## src/hdl/flash_decode_defines.svh

```systemverilog
`ifndef FLASH_DECODE_DEFINES_SVH
`define FLASH_DECODE_DEFINES_SVH
// clock and flash timing
`define CLK_MHZ              50
`define FLASH_PROG_US        20
`define FLASH_SECT_ERASE_US  1000
`define FLASH_ARR_ERASE_US   4000
// processor side control page and offsets
`define CSIOP_PAGE           8'h7F
`define CS_MACRO_PAGE        5'h04
`define CS_PMMR_A            8'hB0
`define CS_PMMR_C            8'hB4
`define CS_PROT_MAIN         8'hC0
`define CS_PROT_SEC          8'hC2
`define CS_FLASH_CMD         8'hF0
`define CS_USB_BASE_LOW      8'hF4
// field positions and values
`define TURBO_BIT            3
`define APD_EN_BIT           1
`define USB_BASE_MASK        8'hC0
`define USB_BASE_RST         8'h00
`define PMMR_RST             8'h00
`define FCMD_OP_SECT         2'h2
`define FCMD_OP_ARR          2'h3
`define FPROG_ARR_BIT        8
// software register byte offsets
`define APB_PROG_MAP         8'h00
`define APB_PROT             8'h04
`define APB_BASE             8'h08
`define APB_SECURE           8'h0C
`define APB_FLASH_PROG       8'h10
`define APB_CTRL             8'h14
`define APB_STATUS           8'h18
// software register reset values and reset polarity bit position
`define PROG_MAP_RST         8'hFF
`define PROT_RST             12'h000
`define SECT_BASE_RST        32'h7654_3210
`define APD_LIMIT_RST        16'h0100
`define RST_POL_BIT          16
`endif

```

## src/hdl/flash_decode_pkg.sv

```systemverilog
package flash_decode_pkg;
   typedef enum logic [2:0] {
      FL_IDLE  = 3'b001,
      FL_PROG  = 3'b010,
      FL_ERASE = 3'b100
   } flash_state_t;
   typedef enum logic [1:0] {
      JT_WRITE = 2'h0,
      JT_READ  = 2'h1,
      JT_ERASE = 2'h2
   } jtag_cmd_t;
endpackage

```

## src/hdl/flash_decode_protect_power.sv

```systemverilog
// The placing of the registers and the APB slave port were left to the implementer.
`timescale 1ns/1ps
`include "flash_decode_defines.svh"
module flash_decode_protect_power
   import flash_decode_pkg::*;
#(
   parameter int SECT_ERASE_CYC = `FLASH_SECT_ERASE_US * `CLK_MHZ,
   parameter int ARR_ERASE_CYC  = `FLASH_ARR_ERASE_US * `CLK_MHZ
)
(
   input  wire logic        clk_sys,
   input  wire logic        rst,
   input  wire logic [7:0]  paddr,
   input  wire logic        psel,
   input  wire logic        penable,
   input  wire logic        pwrite,
   input  wire logic [31:0] pwdata,
   output logic      [31:0] prdata,
   output logic             pready,
   output logic             pslverr,
   input  wire logic        mcuRstN,
   output logic             resetFwd,
   input  wire logic        ale,
   input  wire logic [7:0]  addrHigh,
   input  wire logic [7:0]  adIn,
   output logic      [7:0]  adOut,
   output logic             adOe,
   input  wire logic        rdN,
   input  wire logic        wrN,
   input  wire logic        programFetchStrobeN,
   output logic      [7:0]  mainSectorSelect,
   output logic      [3:0]  secSectorSelect,
   output logic      [1:0]  flashBusy,
   output logic      [1:0]  flashStandby,
   input  wire logic [7:0]  plaIn,
   output logic      [7:0]  plaOut,
   output logic             plaSleep,
   output logic             powerDown,
   input  wire logic        jtagValid,
   input  wire logic [1:0]  jtagCmd,
   input  wire logic [7:0]  jtagAddr,
   input  wire logic [31:0] jtagWdata,
   output logic      [31:0] jtagRdata,
   output logic             jtagDenied,
   output logic             jtagDebugEn
);
   localparam int PROG_CYC = `FLASH_PROG_US * `CLK_MHZ;

   logic        rstAll, wrPrev_r, dataStrobe, fetchStrobe, activity;
   logic        csiopHit, wrStart, csWr, fcmdWr, sectProt, turbo;
   logic [7:0]  addrLow_r, usbBaseLow_r, pmmrA_r, pmmrC_r, csRdVal;
   logic [7:0]  macroRd, sectorIsProg_r, mainHit, gatedIn, gatedPrev_r;
   logic [3:0]  secHit;
   logic [11:0] prot_r, selFast_r, selSlow_r;
   logic [15:0] busAddr, apdLimit_r, apdCnt_r;
   logic [31:0] sectorBase_r, cfgData;
   logic [7:0]  cfgAddr;
   logic        secure_r, rstPolHigh_r, cfgWe, jtagWrOk, apbWr, apbErr;
   logic        respReady_r, protViolation_r, eraseAll_r, eraseClear;
   logic        refusedWr, macroHit, eraseReq;
   logic [1:0]  startProg, startSect, startArr, flashDone, eraseSeen_r;
   logic [1:0]  fop;

   assign rstAll   = rst | ~mcuRstN;
   assign resetFwd = rstPolHigh_r ? ~mcuRstN : mcuRstN;

   // multiplexed bus capture
   always_ff @(posedge clk_sys)
   begin
      if (rstAll)
      begin
         addrLow_r <= 8'h00;
         wrPrev_r  <= 1'b1;
      end
      else
      begin
         if (ale)
            addrLow_r <= adIn;
         wrPrev_r <= wrN;
      end
   end

   assign busAddr     = {addrHigh, addrLow_r};
   assign dataStrobe  = !rdN || !wrN;
   assign fetchStrobe = !programFetchStrobeN;
   assign activity    = ale || dataStrobe || fetchStrobe;
   assign csiopHit    = (addrHigh == `CSIOP_PAGE) && dataStrobe;
   assign wrStart     = !wrN && wrPrev_r;
   assign csWr        = wrStart && csiopHit;
   assign macroHit    = (addrLow_r[7:3] == `CS_MACRO_PAGE);

   // sector decode
   always_comb
   begin
      mainHit = 8'h00;
      secHit  = 4'h0;
      for (int i = 0; i < 8; i++)
         if (sectorBase_r[4*i +: 4] == busAddr[15:12])
            mainHit[i] = sectorIsProg_r[i] ? fetchStrobe : dataStrobe;
      if (csiopHit)
         mainHit = 8'h00;
      if (!csiopHit && (mainHit == 8'h00) && busAddr[15] && dataStrobe)
         secHit[busAddr[14:13]] = 1'b1;
   end

   // flash operation requests
   assign fcmdWr   = csWr && (addrLow_r == `CS_FLASH_CMD);
   assign eraseReq = jtagValid && jtagCmd == JT_ERASE && !eraseAll_r;
   assign fop      = adIn[7:6];
   assign sectProt = adIn[5] ? prot_r[8 + 32'(adIn[1:0])] :
                     prot_r[adIn[2:0]];
   assign refusedWr = wrStart &&
                      ((|(mainHit & prot_r[7:0])) ||
                       (|(secHit & prot_r[11:8])));
   always_comb
   begin
      startProg[0] = (wrStart && (|mainHit) && !refusedWr) ||
                     (cfgWe && cfgAddr == `APB_FLASH_PROG &&
                      !cfgData[`FPROG_ARR_BIT]);
      startProg[1] = (wrStart && (|secHit) && !refusedWr) ||
                     (cfgWe && cfgAddr == `APB_FLASH_PROG &&
                      cfgData[`FPROG_ARR_BIT]);
      startSect[0] = fcmdWr && fop == `FCMD_OP_SECT && !adIn[5] &&
                     !sectProt;
      startSect[1] = fcmdWr && fop == `FCMD_OP_SECT && adIn[5] &&
                     !sectProt;
      startArr[0]  = (fcmdWr && fop == `FCMD_OP_ARR && !adIn[5] &&
                      !(|prot_r[7:0])) || eraseReq;
      startArr[1]  = (fcmdWr && fop == `FCMD_OP_ARR && adIn[5] &&
                      !(|prot_r[11:8])) || eraseReq;
   end

   for (genvar g = 0; g < 2; g++)
   begin : gArr
      flash_array_ctrl #(
         .PROG_CYC (PROG_CYC),
         .SECT_CYC (SECT_ERASE_CYC),
         .ARR_CYC  (ARR_ERASE_CYC)
      ) uFlash (
         .clk_sys   (clk_sys),
         .rst       (rstAll),
         .startProg (startProg[g]),
         .startSect (startSect[g]),
         .startArr  (startArr[g]),
         .access    (g == 0 ? (|mainHit) : (|secHit)),
         .busy      (flashBusy[g]),
         .standby   (flashStandby[g]),
         .done      (flashDone[g])
      );
   end

   macrocell_store uMacro (
      .clk_sys (clk_sys),
      .rst     (rstAll),
      .we      (csWr && macroHit),
      .addr    (addrLow_r[2:0]),
      .wdata   (adIn),
      .rdata   (macroRd)
   );

   // processor side control registers
   always_ff @(posedge clk_sys)
   begin
      if (rstAll)
      begin
         usbBaseLow_r <= `USB_BASE_RST;
         pmmrA_r      <= `PMMR_RST;
         pmmrC_r      <= `PMMR_RST;
      end
      else if (csWr)
      begin
         if (addrLow_r == `CS_USB_BASE_LOW)
            usbBaseLow_r <= adIn & `USB_BASE_MASK;
         if (addrLow_r == `CS_PMMR_A)
            pmmrA_r <= adIn;
         if (addrLow_r == `CS_PMMR_C)
            pmmrC_r <= adIn;
      end
   end

   always_comb
   begin
      case (addrLow_r)
         `CS_PMMR_A:       csRdVal = pmmrA_r;
         `CS_PMMR_C:       csRdVal = pmmrC_r;
         `CS_PROT_MAIN:    csRdVal = prot_r[7:0];
         `CS_PROT_SEC:     csRdVal = {4'h0, prot_r[11:8]};
         `CS_USB_BASE_LOW: csRdVal = usbBaseLow_r;
         `CS_FLASH_CMD:    csRdVal = {6'h00, flashBusy};
         default:          csRdVal = macroHit ? macroRd : 8'h00;
      endcase
   end

   always_ff @(posedge clk_sys)
   begin
      if (rstAll)
      begin
         adOut <= 8'h00;
         adOe  <= 1'b0;
      end
      else
      begin
         adOe <= !rdN && csiopHit;
         if (!rdN && csiopHit)
            adOut <= csRdVal;
      end
   end

   // decode outputs, one extra stage in turbo mode
   assign turbo = pmmrA_r[`TURBO_BIT];
   always_ff @(posedge clk_sys)
   begin
      if (rstAll)
      begin
         selFast_r <= 12'h000;
         selSlow_r <= 12'h000;
      end
      else
      begin
         selFast_r <= {secHit & {4{!flashBusy[1]}},
                       mainHit & {8{!flashBusy[0]}}};
         selSlow_r <= selFast_r;
      end
   end
   assign mainSectorSelect = turbo ? selSlow_r[7:0] : selFast_r[7:0];
   assign secSectorSelect  = turbo ? selSlow_r[11:8] : selFast_r[11:8];

   // logic array input gating and latching
   assign gatedIn = plaIn & ~{pmmrA_r[7:4], pmmrC_r[3:0]};
   always_ff @(posedge clk_sys)
   begin
      if (rstAll)
      begin
         gatedPrev_r <= 8'h00;
         plaOut      <= 8'h00;
         plaSleep    <= 1'b0;
      end
      else
      begin
         gatedPrev_r <= gatedIn;
         plaOut      <= turbo ? gatedPrev_r : gatedIn;
         plaSleep    <= turbo && (gatedPrev_r == plaOut);
      end
   end

   // automatic power-down
   always_ff @(posedge clk_sys)
   begin
      if (rstAll)
      begin
         apdCnt_r  <= 16'h0000;
         powerDown <= 1'b0;
      end
      else if (activity)
      begin
         apdCnt_r  <= 16'h0000;
         powerDown <= 1'b0;
      end
      else if (apdCnt_r >= apdLimit_r)
         powerDown <= pmmrA_r[`APD_EN_BIT];
      else
         apdCnt_r <= apdCnt_r + 16'h0001;
   end

   // configuration write path, jtag before apb
   assign jtagWrOk = jtagValid && jtagCmd == JT_WRITE && !secure_r;
   assign apbErr   = (paddr > `APB_STATUS) || (paddr[1:0] != 2'h0);
   assign pready   = respReady_r && !(jtagValid && jtagCmd == JT_WRITE);
   assign pslverr  = pready && apbErr;
   assign apbWr    = psel && penable && pwrite && pready && !apbErr;
   assign cfgWe    = jtagWrOk || apbWr;
   assign cfgAddr  = jtagWrOk ? jtagAddr : paddr;
   assign cfgData  = jtagWrOk ? jtagWdata : pwdata;
   assign eraseClear = eraseAll_r && ((eraseSeen_r | flashDone) == 2'h3);

   function automatic logic [31:0] readCfg(input logic [7:0] a);
      case (a)
         `APB_PROG_MAP: readCfg = {24'h0, sectorIsProg_r};
         `APB_PROT:     readCfg = {20'h0, prot_r};
         `APB_BASE:     readCfg = sectorBase_r;
         `APB_SECURE:   readCfg = {31'h0, secure_r};
         `APB_CTRL:     readCfg = {15'h0, rstPolHigh_r, apdLimit_r};
         `APB_STATUS:   readCfg = {16'h0, usbBaseLow_r, protViolation_r,
                                   eraseAll_r, powerDown, plaSleep,
                                   flashStandby, flashBusy};
         default:       readCfg = 32'h0000_0000;
      endcase
   endfunction

   always_ff @(posedge clk_sys)
   begin
      if (rstAll || eraseClear)
      begin
         sectorIsProg_r <= `PROG_MAP_RST;
         prot_r         <= `PROT_RST;
         sectorBase_r   <= `SECT_BASE_RST;
         secure_r       <= 1'b0;
         apdLimit_r     <= `APD_LIMIT_RST;
         rstPolHigh_r   <= 1'b0;
      end
      else if (cfgWe)
      begin
         case (cfgAddr)
            `APB_PROG_MAP: sectorIsProg_r <= cfgData[7:0];
            `APB_PROT:     prot_r <= cfgData[11:0];
            `APB_BASE:     sectorBase_r <= cfgData;
            `APB_SECURE:   secure_r <= secure_r | cfgData[0];
            `APB_CTRL:
            begin
               apdLimit_r   <= cfgData[15:0];
               rstPolHigh_r <= cfgData[`RST_POL_BIT];
            end
            default: ;
         endcase
      end
   end

   // apb answer timing and sticky refusal flag
   always_ff @(posedge clk_sys)
   begin
      if (rstAll)
      begin
         respReady_r     <= 1'b0;
         prdata          <= 32'h0000_0000;
         protViolation_r <= 1'b0;
      end
      else
      begin
         respReady_r <= psel && penable && !pready;
         if (psel && !pwrite)
            prdata <= apbErr ? 32'h0000_0000 : readCfg(paddr);
         if (refusedWr)
            protViolation_r <= 1'b1;
         else if (apbWr && paddr == `APB_STATUS && pwdata[7])
            protViolation_r <= 1'b0;
      end
   end

   // jtag port
   always_ff @(posedge clk_sys)
   begin
      if (rstAll)
      begin
         jtagRdata   <= 32'h0000_0000;
         jtagDenied  <= 1'b0;
         eraseAll_r  <= 1'b0;
         eraseSeen_r <= 2'h0;
      end
      else
      begin
         jtagDenied <= jtagValid && secure_r && jtagCmd != JT_ERASE;
         if (jtagValid && !secure_r && jtagCmd == JT_READ)
            jtagRdata <= readCfg(jtagAddr);
         if (eraseClear)
         begin
            eraseAll_r  <= 1'b0;
            eraseSeen_r <= 2'h0;
         end
         else if (jtagValid && jtagCmd == JT_ERASE && !eraseAll_r)
         begin
            eraseAll_r  <= 1'b1;
            eraseSeen_r <= 2'h0;
         end
         else if (eraseAll_r)
            eraseSeen_r <= eraseSeen_r | flashDone;
      end
   end
   assign jtagDebugEn = !secure_r;
endmodule

```

## src/hdl/flash_array_ctrl.sv

```systemverilog
`timescale 1ns/1ps
module flash_array_ctrl
   import flash_decode_pkg::*;
#(
   parameter int PROG_CYC = 16,
   parameter int SECT_CYC = 64,
   parameter int ARR_CYC  = 128
)
(
   input  wire logic clk_sys,
   input  wire logic rst,
   input  wire logic startProg,
   input  wire logic startSect,
   input  wire logic startArr,
   input  wire logic access,
   output logic      busy,
   output logic      standby,
   output logic      done
);
   flash_state_t state_r;
   logic [31:0]  cnt_r;

   always_ff @(posedge clk_sys)
   begin
      if (rst)
      begin
         state_r <= FL_IDLE;
         cnt_r   <= 32'h0000_0000;
         done    <= 1'b0;
      end
      else
      begin
         done <= 1'b0;
         case (state_r)
            FL_IDLE:
            begin
               if (startArr)
               begin
                  state_r <= FL_ERASE;
                  cnt_r   <= 32'(ARR_CYC - 1);
               end
               else if (startSect)
               begin
                  state_r <= FL_ERASE;
                  cnt_r   <= 32'(SECT_CYC - 1);
               end
               else if (startProg)
               begin
                  state_r <= FL_PROG;
                  cnt_r   <= 32'(PROG_CYC - 1);
               end
            end
            FL_PROG, FL_ERASE:
            begin
               if (cnt_r == 32'h0000_0000)
               begin
                  state_r <= FL_IDLE;
                  done    <= 1'b1;
               end
               else
                  cnt_r <= cnt_r - 32'h0000_0001;
            end
            default: state_r <= FL_IDLE;
         endcase
      end
   end

   assign busy    = (state_r != FL_IDLE);
   assign standby = !busy && !access;
endmodule

```

## src/hdl/macrocell_store.sv

```systemverilog
`timescale 1ns/1ps
module macrocell_store
(
   input  wire logic       clk_sys,
   input  wire logic       rst,
   input  wire logic       we,
   input  wire logic [2:0] addr,
   input  wire logic [7:0] wdata,
   output logic      [7:0] rdata
);
   logic [7:0] cell_r [8];

   always_ff @(posedge clk_sys)
   begin
      if (rst)
      begin
         for (int i = 0; i < 8; i++)
            cell_r[i] <= 8'h00;
         rdata <= 8'h00;
      end
      else
      begin
         if (we)
            cell_r[addr] <= wdata;
         rdata <= cell_r[addr];
      end
   end
endmodule

```

## config.mk

```make
export PLATFORM = sky130hd
export DESIGN_NAME = flash_decode_protect_power
export DESIGN_NICKNAME = d
export VERILOG_FILES = /design/src/hdl/flash_decode_pkg.sv /design/src/hdl/flash_decode_protect_power.sv /design/src/hdl/flash_array_ctrl.sv /design/src/hdl/macrocell_store.sv
export VERILOG_INCLUDE_DIRS = /design/src /design/src/hdl
export SDC_FILE = /design/constraint.sdc
export NUM_CORES = 1
export LEC_CHECK = 0
export ABC_CLOCK_PERIOD_IN_PS = 8800
export BUFFER_PORTS_ARGS = -buffer_cell sky130_fd_sc_hd__buf_2
export CAP_MARGIN = 20
export CORE_UTILIZATION = 40
export DETAILED_ROUTE_END_ITERATION = 8
export RECOVER_POWER = 100
export SYNTH_ARGS = -nofsm -noshare
export SYNTH_HDL_FRONTEND = slang
export SYNTH_HIERARCHICAL = 1
export SYNTH_SLANG_ARGS = --single-unit
export TNS_END_PERCENT = 100
```

## constraint.sdc

```tcl
create_clock -name clk_sys -period 8.8 [get_ports clk_sys]
set_clock_uncertainty 0.1 [all_clocks]
set_input_delay 1.32 -clock clk_sys [delete_from_list [all_inputs] [get_ports clk_sys]]
set_output_delay 1.32 -clock clk_sys [all_outputs]
set_load 0.02 [all_outputs]
```

==> impl_metrics.tcl <==
set metrics [dict create \
    gr-usage-met3_pct 4.338 \
    first_pass_iters 6 \
    synth_most_common_cell "dfxtp_1" \
    grt_max_degree 63 \
    clock-sinks 378 \
    hold_violations 0 \
    final_layout_size_suffix_gt1_share_pct 13.54 \
    floorplan.initialDensity_pct 40.75 \
    grt_first_pass_wirelength_um 93970 \
    r2r-start "sectorBase_r[29]" \
    coreArea_sq_um 45580 \
    r2r_end "gArr[1].uFlash/cnt_r[13]" \
    avgRoutedWirePerCell_um 21.97 \
    p_leak_uw 0.007537 \
    rr_worst_depth 12 \
    syn_inst 2013 \
    p_comb_share_pct 9.9 \
    grt_use_met2_pct 39.56 \
    min_to "selSlow_r[9]" \
    timing.slew.headroom_pct -122.3 \
    status "finished with violations" \
    failed_checks "capacitance limit, slew limit" \
    rsz0062_at_grt "false" \
    yosysWarnings 6 \
    antenna_found_initial 1 \
    maxSlewViolCount 220 \
    hp-class "register to register" \
    use_met1_pct 35.90 \
    fp.dieH_um 217.5 \
    fmaxAchievable_mhz 149.7 \
    num-fill-cells 4327 \
    worstPathCellList "clkbuf_1 -> nor2b_1 -> clkbuf_1 -> inv_4 -> clkbuf_1 -> or3b_1 -> nor3_1 -> or2_0" \
    grt_use_total_pct 25.77 \
    grt_overflow 0 \
    whs_ns 0.3548 \
    path_max_fanout 50 \
    netlist.top_cell.by_area "dfxtp_1" \
    p_per_area_nw_per_um2 193.3 \
    cts_root_buf "clkbuf_16" \
    endpoint_kind "register" \
    io_pins 221 \
    placed_area_sq_um 20120 \
    die_w_um 217.5 \
    rrSetupSlack_ns 4.05 \
    rows 78 \
    routed_via_density 5.917 \
    yosys.cell_types.count 92 \
    ant_nets 0 \
    p_int_uw 3105 \
    drc_errors 0 \
    syn-cell-area_sq_um 18570 \
    drt-initial-drc-count 1723 \
    die_area_sq_um 47300 \
    post-cts-setup-buffer-count 0 \
    avgSynthCellArea_sq_um 9.226 \
    grt-busiest-layer "met2" \
    cts_resized 0 \
    seq_power_share_pct 43.7 \
    ys.flop_type "dfxtp_1" \
    area_growth_pct 15.38 \
    path_common_cell "clkbuf_1" \
    cts_max_level 2 \
    fin_crit_sh_pct 75.93 \
    totalNegativeSetupSlack_ns 0 \
    ir_worst_vdd_uv 147.2 \
    slowest_delay_ns 1.44 \
    nets 2324 \
    async_flop_share_pct 0 \
    routed-via-count 16711 \
    grt_pass1_vias 15610 \
    worstHoldPathCells 1 \
    criticalPathCategory "primary input to register" \
    hpwl_um 43520 \
    cts_tree "yes" \
    worstSetupStartpointType "primary input" \
    place.gp.congestion 0.9813 \
    portBuffers 220 \
    synth_common_cells "dfxtp_1, nor2_1, nand2_1, a21oi_1, mux2i_1" \
    clk_pin_slew_worst_paths_ns 0.06 \
    min_from "selFast_r[9]" \
    finalInstanceArea_sq_um 21430 \
    slowest_stage "clkbuf_1" \
    hold_buffers 0 \
    clkLatencyLatePin_ns 0.58 \
    clkPwrFrac_pct 46.4 \
    maxCapViolations 5 \
    clk_path_buf_depth 3 \
    worstPathArrival_ns 6.77 \
    min_period_ns 6.682 \
    setup_viol 0 \
    switching_share_pct 25.04 \
    critPathRequiredTime_ns 8.89 \
    tightest_slew_ns 3.335 \
    ys_ff_latch 378 \
    synth_top_area_share_pct 33.85 \
    wl_um 62060 \
    synth_edf_count 64 \
    synth_nets 2149 \
    yosys-top-cells-area "dfxtp_1, edfxtp_1, mux2i_1, nor2_1, a21oi_1" \
    cts_made_buffers 43 \
    ys_seq_area_share_pct 44.19 \
    switchingPower_uw 1037 \
]
-- power groups by stage --
stage / registers (uW) / clock network [uW] / logic (uW)
after floorplan: 1840 / 0 / 281
after global placement: 1840 / 0 / 404
after detailed placement: 1850 / 0 / 408
after CTS: 1810 / 1950 / 410
after global routing: 1810 / 2030 / 444
final: 1810 / 1920 / 412
-- cell usage in the layout (no fill, tap or decap), types with 64 or more instances in the layout --
| cell | netlist | final |
|---|---|---|
| nor2_1 | 202 | 207 |
| buf_2 | 17 | 119 |
| nand2_1 | 149 | 151 |
| dfxtp_1 | 314 | 313 |
| clkbuf_1 | 80 | 122 |
| a21oi_1 | 143 | 143 |
| mux2i_1 | 97 | 97 |
| nand3_1 | 70 | 70 |
| edfxtp_1 | 64 | 64 |
-- registers in the layout, indices dropped and copies added, names as in the netlist, 12 cells and up --
name / cells
selSlow_r: 12
sectorBase_r: 32
selFast_r: 12
prdata: 32
jtagRdata: 32
apdCnt_r: 16
gArr.uFlash/cnt_r: 64
uMacro/cell_r: 64
prot_r: 12
apdLimit_r: 16
-- layout make-up --
type,count,area [sq um],area share [%]
clock buffer,63,1235,5.763
timing repair buffer,247,1144,5.337
tap,600,750.7,3.503
antenna,1,2.502,0.01168
multi-input combinational,1464,9607,44.83
clock inverter,17,276.5,1.290
sequential,378,8209,38.31
inverter,54,205.2,0.9576
-- through the flow --
stage / util, % / power (uW) / std cells / setup WS (ns)
6_report: 47.02 / 4142 / 2824 / 2.118
2_1_floorplan: - / 2123 / 2013 / 4.233
4_1_cts: 47.47 / 4174 / 2820 / 3.798
5_1_grt: 47.02 / 4286 / 2824 / 1.821
3_5_place_dp: 44.15 / 2255 / 2740 / 3.275
3_3_place_gp: 44.12 / 2249 / 2738 / 3.391
-- logic make-up after synthesis --
logic type | Yosys count | synth area share (%)
AOI/OAI and AO/OA | 487 | 18.31
xor gates and xnor gates | 47 | 2.216
adders and majority gates | 19 | 1.280
buffers and inverters | 171 | 3.934
DFF | 378 | 44.19
muxes | 125 | 7.229
and+or+nand+nor | 786 | 22.84
-- layer usage --
metal | wire length, um | part of all wire [%]
met1 | 27620 | 45
met2 | 27460 | 44
met3 | 4744 | 7.6
met5 | 0 | 0
met4 | 2229 | 3.6
-- critical path, delay by kind of cell --
kind | cells | cell delay, ns
buf+inv | 4 | 3.17
simple gates | 4 | 2.23
-- worst max-delay path by stage --
stage / cells past startpoint / start / end / slack (ns)
final: 8 / mcuRstN / uMacro/cell_r[0][3] / 2.12
after global routing: 8 / mcuRstN / uMacro/cell_r[0][3] / 1.82
after CTS: 9 / addrHigh[6] / flashStandby[1] / 3.80
after detailed placement: 13 / addrHigh[5] / gArr[0].uFlash/cnt_r[13] / 3.28
after global placement: 13 / addrHigh[5] / gArr[0].uFlash/cnt_r[13] / 3.39
after floorplan: 13 / addrHigh[7] / gArr[1].uFlash/cnt_r[24] / 4.23
Power figures use the tool's default switching activity.
